**src/rtl/ivmu_regs.svh**
```systemverilog
`ifndef IVMU_REGS_SVH
`define IVMU_REGS_SVH

// first vector number handled by this block, and how many slots follow it
`define IVMU_VEC_BASE 8'h28
`define IVMU_NUM_SRC 48
`define IVMU_IDX_W 6

// priority level field positions inside each 8-bit group
`define IVMU_HI_MSB 6
`define IVMU_HI_LSB 4
`define IVMU_LO_MSB 2
`define IVMU_LO_LSB 0

// slot index (vector minus base) where each priority field takes over
`define IVMU_IDX_G_HI 6'h04
`define IVMU_IDX_G_LO 6'h08
`define IVMU_IDX_H_HI 6'h10
`define IVMU_IDX_H_LO 6'h14
`define IVMU_IDX_I_HI 6'h18
`define IVMU_IDX_I_LO 6'h1c
`define IVMU_IDX_J_LO 6'h28
`define IVMU_IDX_K_HI 6'h2c

// reset value of the vector, address and level output registers
`define IVMU_RST_VEC 8'h00
`define IVMU_RST_ADDR 16'h0000
`define IVMU_RST_LVL 3'h0

`endif

```
**src/rtl/ivmu_pkg.sv**
```systemverilog
`default_nettype none

package ivmu_pkg;

  typedef logic [2:0] ivmu_level_type;

  // which priority field feeds a slot
  typedef enum logic [3:0] {
    IVMU_FLD_F_LO = 4'h0,
    IVMU_FLD_G_HI = 4'h1,
    IVMU_FLD_G_LO = 4'h2,
    IVMU_FLD_H_HI = 4'h3,
    IVMU_FLD_H_LO = 4'h4,
    IVMU_FLD_I_HI = 4'h5,
    IVMU_FLD_I_LO = 4'h6,
    IVMU_FLD_J_LO = 4'h7,
    IVMU_FLD_K_HI = 4'h8
  } ivmu_field_type;

  // presentation state toward the exception sequencer
  typedef enum logic [0:0] {
    IVMU_ST_IDLE = 1'b0,
    IVMU_ST_PRESENT = 1'b1
  } ivmu_state_type;

endpackage

`default_nettype wire

```
**src/rtl/ivmu_source_map.sv**
```systemverilog
`timescale 1ns/1ps
`default_nettype none
`include "ivmu_regs.svh"

module ivmu_source_map (
  input wire logic [7:0] prio_group_f_in,
  input wire logic [7:0] prio_group_g_in,
  input wire logic [7:0] prio_group_h_in,
  input wire logic [7:0] prio_group_i_in,
  input wire logic [7:0] prio_group_j_in,
  input wire logic [7:0] prio_group_k_in,
  output logic [3*`IVMU_NUM_SRC-1:0] levels_out
);

  // slot index to priority field; slots share a field per peripheral channel
  function automatic ivmu_pkg::ivmu_field_type field_of(input logic [`IVMU_IDX_W-1:0] idx);
    if (idx < `IVMU_IDX_G_HI) field_of = ivmu_pkg::IVMU_FLD_F_LO;
    else if (idx < `IVMU_IDX_G_LO) field_of = ivmu_pkg::IVMU_FLD_G_HI;
    else if (idx < `IVMU_IDX_H_HI) field_of = ivmu_pkg::IVMU_FLD_G_LO;
    else if (idx < `IVMU_IDX_H_LO) field_of = ivmu_pkg::IVMU_FLD_H_HI;
    else if (idx < `IVMU_IDX_I_HI) field_of = ivmu_pkg::IVMU_FLD_H_LO;
    else if (idx < `IVMU_IDX_I_LO) field_of = ivmu_pkg::IVMU_FLD_I_HI;
    else if (idx < `IVMU_IDX_J_LO) field_of = ivmu_pkg::IVMU_FLD_I_LO;
    else if (idx < `IVMU_IDX_K_HI) field_of = ivmu_pkg::IVMU_FLD_J_LO;
    else field_of = ivmu_pkg::IVMU_FLD_K_HI;
  endfunction

  // one level lookup per slot
  genvar gi;
  generate
    for (gi = 0; gi < `IVMU_NUM_SRC; gi = gi + 1) begin : g_slot
      always_comb begin
        case (field_of(`IVMU_IDX_W'(gi)))
          ivmu_pkg::IVMU_FLD_F_LO: levels_out[3*gi +: 3] = prio_group_f_in[`IVMU_LO_MSB:`IVMU_LO_LSB];
          ivmu_pkg::IVMU_FLD_G_HI: levels_out[3*gi +: 3] = prio_group_g_in[`IVMU_HI_MSB:`IVMU_HI_LSB];
          ivmu_pkg::IVMU_FLD_G_LO: levels_out[3*gi +: 3] = prio_group_g_in[`IVMU_LO_MSB:`IVMU_LO_LSB];
          ivmu_pkg::IVMU_FLD_H_HI: levels_out[3*gi +: 3] = prio_group_h_in[`IVMU_HI_MSB:`IVMU_HI_LSB];
          ivmu_pkg::IVMU_FLD_H_LO: levels_out[3*gi +: 3] = prio_group_h_in[`IVMU_LO_MSB:`IVMU_LO_LSB];
          ivmu_pkg::IVMU_FLD_I_HI: levels_out[3*gi +: 3] = prio_group_i_in[`IVMU_HI_MSB:`IVMU_HI_LSB];
          ivmu_pkg::IVMU_FLD_I_LO: levels_out[3*gi +: 3] = prio_group_i_in[`IVMU_LO_MSB:`IVMU_LO_LSB];
          ivmu_pkg::IVMU_FLD_J_LO: levels_out[3*gi +: 3] = prio_group_j_in[`IVMU_LO_MSB:`IVMU_LO_LSB];
          default: levels_out[3*gi +: 3] = prio_group_k_in[`IVMU_HI_MSB:`IVMU_HI_LSB];
        endcase
      end
    end
  endgenerate

endmodule // ivmu_source_map

`default_nettype wire

```
**src/rtl/ivmu_arbiter.sv**
```systemverilog
`timescale 1ns/1ps
`default_nettype none
`include "ivmu_regs.svh"

module ivmu_arbiter (
  input wire logic [`IVMU_NUM_SRC-1:0] req_in,
  input wire logic [3*`IVMU_NUM_SRC-1:0] levels_in,
  input wire logic mode2_in,
  input wire logic mask_bit_in,
  input wire logic [2:0] mask_level_in,
  output logic found_out,
  output logic [`IVMU_IDX_W-1:0] idx_out,
  output logic [2:0] level_out
);

  // two passes: best level among eligible slots, then lowest slot at that level.
  // in mode 0 levels are ignored, so every eligible slot counts as level 0.
  always_comb begin
    logic [`IVMU_NUM_SRC-1:0] elig;
    logic [2:0] best;
    elig = '0;
    best = 3'h0;
    found_out = 1'b0;
    idx_out = '0;
    level_out = 3'h0;
    for (int i = 0; i < `IVMU_NUM_SRC; i++) begin
      elig[i] = req_in[i] && (mode2_in ? (levels_in[3*i +: 3] > mask_level_in) : !mask_bit_in);
      if (elig[i] && mode2_in && levels_in[3*i +: 3] > best) best = levels_in[3*i +: 3];
    end
    // descending scan so the lowest vector number is the last written
    for (int i = `IVMU_NUM_SRC - 1; i >= 0; i--) begin
      if (elig[i] && (!mode2_in || levels_in[3*i +: 3] == best)) begin
        found_out = 1'b1;
        idx_out = i[`IVMU_IDX_W-1:0];
        level_out = mode2_in ? best : 3'h0;
      end
    end
  end

endmodule // ivmu_arbiter

`default_nettype wire

```
**src/rtl/ivmu_top.sv**
```systemverilog
`timescale 1ns/1ps
`default_nettype none
`include "ivmu_regs.svh"

module ivmu_top (
  input wire logic ref_clk_in,
  input wire logic reset_n_in,
  // address mode and acceptance control from the cpu, plus the acknowledge from the exception sequencer
  input wire logic advanced_mode_in,
  input wire logic mode2_in,
  input wire logic mask_bit_in,
  input wire logic [2:0] mask_level_in,
  input wire logic ack_in,
  // priority level fields
  input wire logic [7:0] prio_group_f_in,
  input wire logic [7:0] prio_group_g_in,
  input wire logic [7:0] prio_group_h_in,
  input wire logic [7:0] prio_group_i_in,
  input wire logic [7:0] prio_group_j_in,
  input wire logic [7:0] prio_group_k_in,
  // multifunction timer requests
  input wire logic mt1_match_a_irq_in,
  input wire logic mt1_match_b_irq_in,
  input wire logic mt1_overflow_irq_in,
  input wire logic mt1_underflow_irq_in,
  input wire logic [3:0] mt2_irq_in,
  input wire logic [4:0] mt3_irq_in,
  input wire logic [3:0] mt4_irq_in,
  input wire logic [3:0] mt5_irq_in,
  // 8-bit timer requests
  input wire logic t8_0_match_a_irq_in,
  input wire logic t8_0_match_b_irq_in,
  input wire logic t8_0_overflow_irq_in,
  input wire logic t8_1_match_a_irq_in,
  input wire logic t8_1_match_b_irq_in,
  input wire logic t8_1_overflow_irq_in,
  // serial requests
  input wire logic ser0_rx_error_irq_in,
  input wire logic ser0_rx_done_irq_in,
  input wire logic ser0_tx_empty_irq_in,
  input wire logic ser0_tx_end_irq_in,
  input wire logic ser1_rx_error_irq_in,
  input wire logic ser1_rx_done_irq_in,
  input wire logic ser1_tx_empty_irq_in,
  input wire logic ser1_tx_end_irq_in,
  // toward the exception sequencer
  output logic irq_req_out,
  output logic [7:0] vector_out,
  output logic [15:0] vector_addr_out,
  output logic [2:0] level_out
);

  // table address from vector number: two bytes a slot normally, four in advanced mode
  function automatic logic [15:0] table_addr(input logic [7:0] vec, input logic adv);
    table_addr = adv ? {6'h00, vec, 2'b00} : {7'h00, vec, 1'b0};
  endfunction

  // reset release through two flops; assertion stays asynchronous
  logic rst_meta_reg;
  logic rst_n_sync_reg;
  always_ff @(posedge ref_clk_in or negedge reset_n_in) begin
    if (!reset_n_in) begin
      rst_meta_reg <= 1'b0;
      rst_n_sync_reg <= 1'b0;
    end else begin
      rst_meta_reg <= 1'b1;
      rst_n_sync_reg <= rst_meta_reg;
    end
  end

  // slot vector, bit n is vector base+n; reserved slots are tied low so they never win
  logic [`IVMU_NUM_SRC-1:0] src_req;
  assign src_req[3:0] = {mt1_underflow_irq_in, mt1_overflow_irq_in,
                         mt1_match_b_irq_in, mt1_match_a_irq_in};
  assign src_req[7:4] = mt2_irq_in;
  assign src_req[15:8] = {3'b000, mt3_irq_in};
  assign src_req[19:16] = mt4_irq_in;
  assign src_req[23:20] = mt5_irq_in;
  assign src_req[27:24] = {1'b0, t8_0_overflow_irq_in,
                           t8_0_match_b_irq_in, t8_0_match_a_irq_in};
  assign src_req[39:28] = {9'h000, t8_1_overflow_irq_in,
                           t8_1_match_b_irq_in, t8_1_match_a_irq_in};
  assign src_req[43:40] = {ser0_tx_end_irq_in, ser0_tx_empty_irq_in,
                           ser0_rx_done_irq_in, ser0_rx_error_irq_in};
  assign src_req[47:44] = {ser1_tx_end_irq_in, ser1_tx_empty_irq_in,
                           ser1_rx_done_irq_in, ser1_rx_error_irq_in};

  logic [3*`IVMU_NUM_SRC-1:0] slot_levels;
  logic win_found;
  logic [`IVMU_IDX_W-1:0] win_idx;
  logic [2:0] win_level;

  ivmu_source_map u_map (
    .prio_group_f_in(prio_group_f_in),
    .prio_group_g_in(prio_group_g_in),
    .prio_group_h_in(prio_group_h_in),
    .prio_group_i_in(prio_group_i_in),
    .prio_group_j_in(prio_group_j_in),
    .prio_group_k_in(prio_group_k_in),
    .levels_out(slot_levels)
  );

  ivmu_arbiter u_arb (
    .req_in(src_req),
    .levels_in(slot_levels),
    .mode2_in(mode2_in),
    .mask_bit_in(mask_bit_in),
    .mask_level_in(mask_level_in),
    .found_out(win_found),
    .idx_out(win_idx),
    .level_out(win_level)
  );

  logic [7:0] win_vec;
  assign win_vec = `IVMU_VEC_BASE + {2'b00, win_idx};

  ivmu_pkg::ivmu_state_type state_reg;
  ivmu_pkg::ivmu_state_type state_next;
  logic [7:0] vec_reg;
  logic [7:0] vec_next;
  logic [15:0] addr_reg;
  logic [15:0] addr_next;
  logic [2:0] lvl_reg;
  logic [2:0] lvl_next;

  // the winner is refreshed every cycle until the sequencer acknowledges, so a
  // newer higher-ranked source can still displace it. after an ack the request
  // drops for one cycle, giving the peripheral time to clear its flag.
  always_comb begin
    state_next = state_reg;
    vec_next = vec_reg;
    addr_next = addr_reg;
    lvl_next = lvl_reg;
    case (state_reg)
      ivmu_pkg::IVMU_ST_IDLE: begin
        if (win_found) begin
          state_next = ivmu_pkg::IVMU_ST_PRESENT;
          vec_next = win_vec;
          addr_next = table_addr(win_vec, advanced_mode_in);
          lvl_next = win_level;
        end
      end
      ivmu_pkg::IVMU_ST_PRESENT: begin
        if (ack_in || !win_found) begin
          state_next = ivmu_pkg::IVMU_ST_IDLE;
        end else begin
          vec_next = win_vec;
          addr_next = table_addr(win_vec, advanced_mode_in);
          lvl_next = win_level;
        end
      end
      default: begin
        state_next = ivmu_pkg::IVMU_ST_IDLE;
      end
    endcase
  end

  // output registers
  always_ff @(posedge ref_clk_in or negedge rst_n_sync_reg) begin
    if (!rst_n_sync_reg) begin
      state_reg <= ivmu_pkg::IVMU_ST_IDLE;
      vec_reg <= `IVMU_RST_VEC;
      addr_reg <= `IVMU_RST_ADDR;
      lvl_reg <= `IVMU_RST_LVL;
    end else begin
      state_reg <= state_next;
      vec_reg <= vec_next;
      addr_reg <= addr_next;
      lvl_reg <= lvl_next;
    end
  end

  assign irq_req_out = (state_reg == ivmu_pkg::IVMU_ST_PRESENT);
  assign vector_out = vec_reg;
  assign vector_addr_out = addr_reg;
  assign level_out = lvl_reg;
endmodule // ivmu_top

`default_nettype wire

```
**config.mk**
```make
export PLATFORM = sky130hd
export DESIGN_NAME = ivmu_top
export DESIGN_NICKNAME = d
export VERILOG_FILES = /design/src/rtl/ivmu_pkg.sv /design/src/rtl/ivmu_source_map.sv /design/src/rtl/ivmu_arbiter.sv /design/src/rtl/ivmu_top.sv
export VERILOG_INCLUDE_DIRS = /design/src /design/src/rtl
export SDC_FILE = /design/constraint.sdc
export NUM_CORES = 1
export LEC_CHECK = 0
export ABC_AREA = 1
export ABC_CLOCK_PERIOD_IN_PS = 800
export BUFFER_PORTS_ARGS = -buffer_cell sky130_fd_sc_hd__buf_4
export CAP_MARGIN = 20
export CORE_MARGIN = 4
export CORE_UTILIZATION = 53
export DETAILED_ROUTE_END_ITERATION = 16
export PLACE_DENSITY = 0.75
export RECOVER_POWER = 50
export SLEW_MARGIN = 25
export SYNTH_ARGS = -nofsm -noshare
export SYNTH_HDL_FRONTEND = slang
export SYNTH_SLANG_ARGS = --single-unit
```
**constraint.sdc**
```tcl
create_clock -name ref_clk_in -period 0.8 [get_ports ref_clk_in]
set_clock_uncertainty 0.05 [all_clocks]
set_input_delay 0.04 -clock ref_clk_in [delete_from_list [all_inputs] [get_ports ref_clk_in]]
set_output_delay 0.04 -clock ref_clk_in [all_outputs]
set_load 0.005 [all_outputs]
```
==> flow_summary.yaml, run 1 <==
clock_tree:
  clockRootBuffer: "clkbuf_16"
  number_of_sinks_on_the_clock_net: 21
  ctsHtreeMaxLevel: 1
  cts.path.max_buffers: 2
  tritoncts.num_buffers: 3
placed_design:
  half_perimeter_wire_length_after_detailed_placement_microns: 17700
  place_congestion: 0.885
  portBuffers: 89
  dpl.cell_count: 1677
  post-place-ws_ns: -27.06
  detailed_place.area_sq_um: 9890
logic_synthesis:
  combinational_family_with_the_most_area_after_synthesis: "simple AND/OR/NAND/NOR gates"
  synth_area_leaders: "nand2_1 (20%), ha_1 (12%), inv_1 (8.7%)"
  mappedNetlistArea_sq_um: 6760
  synth_xor_area_share_pct: 1.67
  yosysTopAreaCellShare_pct: 19.7
  synthFlopType: "dfrtp_1"
  yosys-mux-area-fraction_pct: 0
  ys_ff_latch: 21
  ys_warnings: 0
  ys_seq_area_share_pct: 7.77
  post_synth_most_frequent_cells: "nand2_1 (354), inv_1 (156), nand3_1 (93), nor2_1 (84), o21ai_0 (73)"
  synth-compound-area-share_pct: 17.4
  post_synth.cell_area_avg_sq_um: 5.92
  async_reset_ff_share_pct: 100
  post_synth_num_cell_types: 47
  synth_simple_gate_area_share_pct: 49.0
  adder_and_majority_gate_portion_of_the_synthesized_area_pct: 12.0
  synth_area_leader_cell: "nand2_1"
  edff_count_synth: 0
  synthMostInstantiatedCell: "nand2_1"
  synthCells: 1143
outcome:
  run.stop_error: "[ERROR DPL-0038] Utilization greater than 100%, impossible to legalize"
  stop_stage: "5_1_grt"
  outcome: "aborted with a tool error"
timing:
  worst_endpoint_kind: "register data pin"
  grt-worst-endpoint: "vector_addr_out[2]$_DFFE_PN0P_/D"
floorplanning:
  initial_core_util_pct: 55.1
  dieHeight_microns: 121
  rows: 40
  chipWidth_microns: 121
  design.portCount: 120
global_routing:
  grt_start_max_net_pins: 41
==> per-stage QoR <==
step | utilization, % | setup TNS (ns)
global placement | 80.6 | -491.21
detailed placement | 80.6 | -512.64
CTS | 92.0 | -494.33
floorplan | - | -497.62
==> cell families after synthesis <==
| group | after synthesis |
|---|---|
| xor+xnor | 12 |
| compound gates | 172 |
| buf+inv | 188 |
| simple gates | 683 |
| other cells | 2 |
| fa+ha+maj | 65 |
| flops | 21 |
==> repair_timing <==
action / CTS
setup endpoints to repair: 38
pin swaps: 120
setup buffers: 91
gates cloned: 1
hold buffers: 1
resized for setup: 136
hold endpoints to repair: 2
==> inputs of run 2 (changes only) <==
CORE_UTILIZATION = 38   (was 53)
PLACE_DENSITY = default   (was 0.75)
PLACE_DENSITY_LB_ADDON = 0.15   (was default)
==> run 2 against run 1 <==
Compared with the run above: the flow now finishes, with violations (negative setup slack); synthesized area stayed put; synthesized cell count stayed put.
==> flow_summary.yaml, run 2 <==
placed_design:
  place_congestion: 0.875
  portBuffers: 89
  post-place-ws_ns: -26.97
  half_perimeter_wire_length_after_detailed_placement_microns: 17600
  dpl.cell_count: 1741
global_routing:
  total_track_usage_pct: 22.7
  grt_overflow_total: 0
  grt_antenna_before_repair: 0
  vias_in_the_first_global_route: 8673
  grt_pass1_wl_microns: 38600
  grt_start_max_net_pins: 31
hold_path:
  timing.hold.worst.class: "input port to async pin"
layout:
  antennaDiodeCount: 0
  final_cell_mix: "buf_4 (467), nand2_1 (277), inv_1 (145)"
  sequential_cell_area_sq_um: 526
  layout-area-overhead-vs-synth_pct: 81.3
  share_of_layout_cells_above_drive_strength_1_pct: 53.7
  area_of_the_multi_input_gates_sq_um: 6730
  layout.filler_cells: 1407
  layout.nets: 1802
  fin_cells: 1869
  largest_register_ffs: 8
  most_common_cell_after_layout_fill_and_taps_aside: "buf_4"
critical_path:
  slowest_stage: "ha_4"
  critical_path.startpoint_type: "input port"
  crit_top_cell: "nand2_2"
  type_of_element_capturing_the_critical_path: "flop"
  critical_path_required_ns: 0.90
  reg2reg_from: "irq_req_out$_DFF_PN0_"
  crit_path_max_incr_delay_ns: 0.32
  reg2regPathDepth: 6
  worstSetupStartpoint: "mask_level_in[2]"
  critical_register_to_register_path_endpoint: "vector_addr_out[2]$_DFFE_PN0P_"
  buffers_plus_inverters_on_the_worst_setup_path: 12
  cp.arrival_ns: 27.09
  path_delay_family: "simple AND/OR/NAND/NOR gates"
  timing.setup.critical_path_class: "input port to flop"
  path_max_fanout: 5
  reg2reg_setup_slack_ns: -0.41
drt:
  met3_wirelength_microns: 647
  route.vias.total: 9075
  dr.pass1.iters: 5
  detail_route.wirelength_microns: 24900
  vias_per_cell: 4.86
  detail_route.wirelength.met1_microns: 10700
  routed.top_layer: "met4"
  detail_route.drc_violations: 0
  wl_cell_microns: 13.3
  detail_route.iter0.violations: 315
  met2RoutedLength_microns: 12900
  drt.antenna.violating_nets: 0
clock_tree:
  worst_skew_pair.late_latency_ns: 0.26
  cts.path.max_buffers: 2
  number_of_sinks_on_the_clock_net: 21
  ctsHtreeMaxLevel: 1
  clk_transition_reported_paths_ns: 0.05
  tritoncts.num_buffers: 3
  clockRootBuffer: "clkbuf_16"
  clock_tree_from_tritoncts: "done"
timing:
  setup_slack_ns: -26.20
  timing.final.hold_violations: 0
  setup_viol_count_final: 38
  max_clock_freq_mhz: 37.0
  final.period_utilization_pct: 3370
  slew_violations: 0
  rsz_0062_raised_after_global_routing: "true"
  hold_slack_ns: 0.0493
  period_needed_ns: 27.00
  timing.setup.tns_ns: -497.75
power:
  totalPowerFinal_uw: 51600
  worst_ir_drop_vdd_mv: 4.09
  total_leakage_power_uw: 0.00657
  power.density_nw_per_um2: 4210
floorplanning:
  design.portCount: 120
  floorplan.die_area_sq_um: 20000
  core_region_area_sq_um: 17400
  initial_core_util_pct: 39.0
  rows: 48
  chipWidth_microns: 141
  dieHeight_microns: 141
flow_run:
  maxCapViolCount: 0
logic_synthesis:
  synth_area_leaders: "nand2_1 (20%), ha_1 (12%), inv_1 (8.7%)"
  async_reset_ff_share_pct: 100
  ys_warnings: 0
  synthMostInstantiatedCell: "nand2_1"
  ys_ff_latch: 21
  synth_area_leader_cell: "nand2_1"
  edff_count_synth: 0
  ys_seq_area_share_pct: 7.77
  mappedNetlistArea_sq_um: 6760
  synthFlopType: "dfrtp_1"
  post_synth_most_frequent_cells: "nand2_1 (354), inv_1 (156), nand3_1 (93), nor2_1 (84), o21ai_0 (73)"
  post_synth.cell_area_avg_sq_um: 5.92
  synthCells: 1143
  post_synth_num_cell_types: 47
  yosysTopAreaCellShare_pct: 19.7
outcome:
  failed_checks: "negative setup slack"
  outcome: "complete, but fails checks"
## run 2: cell counts after synthesis
No cell type changed its count.
## run 2: final cells by class
type	count	area share, %
clock buffer	3	0.612
multi-input combinational	943	54.9
inverter	167	5.34
timing repair buffer	509	32.5
clock inverter	1	0.0408
sequential	21	4.29
tap	225	2.30
## run 2: worst max-delay path by stage
stage	cells past startpoint	slack, ns	to
detailed placement	199	-26.97	vector_addr_out[7]$_DFFE_PN0P_
global route	232	-27.98	vector_addr_out[2]$_DFFE_PN0P_
finish	228	-26.20	vector_addr_out[2]$_DFFE_PN0P_
global placement	217	-26.12	vector_addr_out[2]$_DFFE_PN0P_
CTS	229	-26.14	vector_addr_out[2]$_DFFE_PN0P_
floorplan	231	-26.42	vector_addr_out[2]$_DFFE_PN0P_
## run 2: layer usage
layer,vias up,GRT usage (%)
li1,4684,-
met1,4194,27.8
met2,157,43.5
met3,40,1.11
met4,0,5.35
met5,-,0
## run 2: where the power goes
part           leakage [uW]  internal (uW)  switching, uW
sequential         0.000254           1480            349
combinational       0.00627          24400          24400
clock             0.0000409            672            391
## run 2: kinds of logic after synthesis
kind of cell | count (synthesis) | synth area share, %
and+or+nand+nor | 683 | 49.0
buffers and inverters | 188 | 12.1
AOI/OAI and AO/OA | 172 | 17.4
adders and majority gates | 65 | 12.0
DFF | 21 | 7.77
xor gates and xnor gates | 12 | 1.67
other | 2 | 0.111
## run 2: what timing repair did
| item | 4_1_cts | 5_1_grt |
|---|---|---|
| setup endpoints to repair | 38 | 38 |
| gates resized for setup | 154 | 109 |
| cloned | 1 | 0 |
| pin swaps | 102 | 162 |
| hold buffers | 1 | 0 |
| hold endpoints to repair | 2 | 0 |
| buffers inserted | 89 | 36 |
## run 2: through the flow
stage                     cell area, sq um  util [%]
after floorplan                       7010         -
after global placement               10000      57.8
after detailed placement             10000      57.8
after CTS                            11500      66.2
after global routing                 12300      70.6
final                                12300      70.6
(Power assumes the default switching activity.)
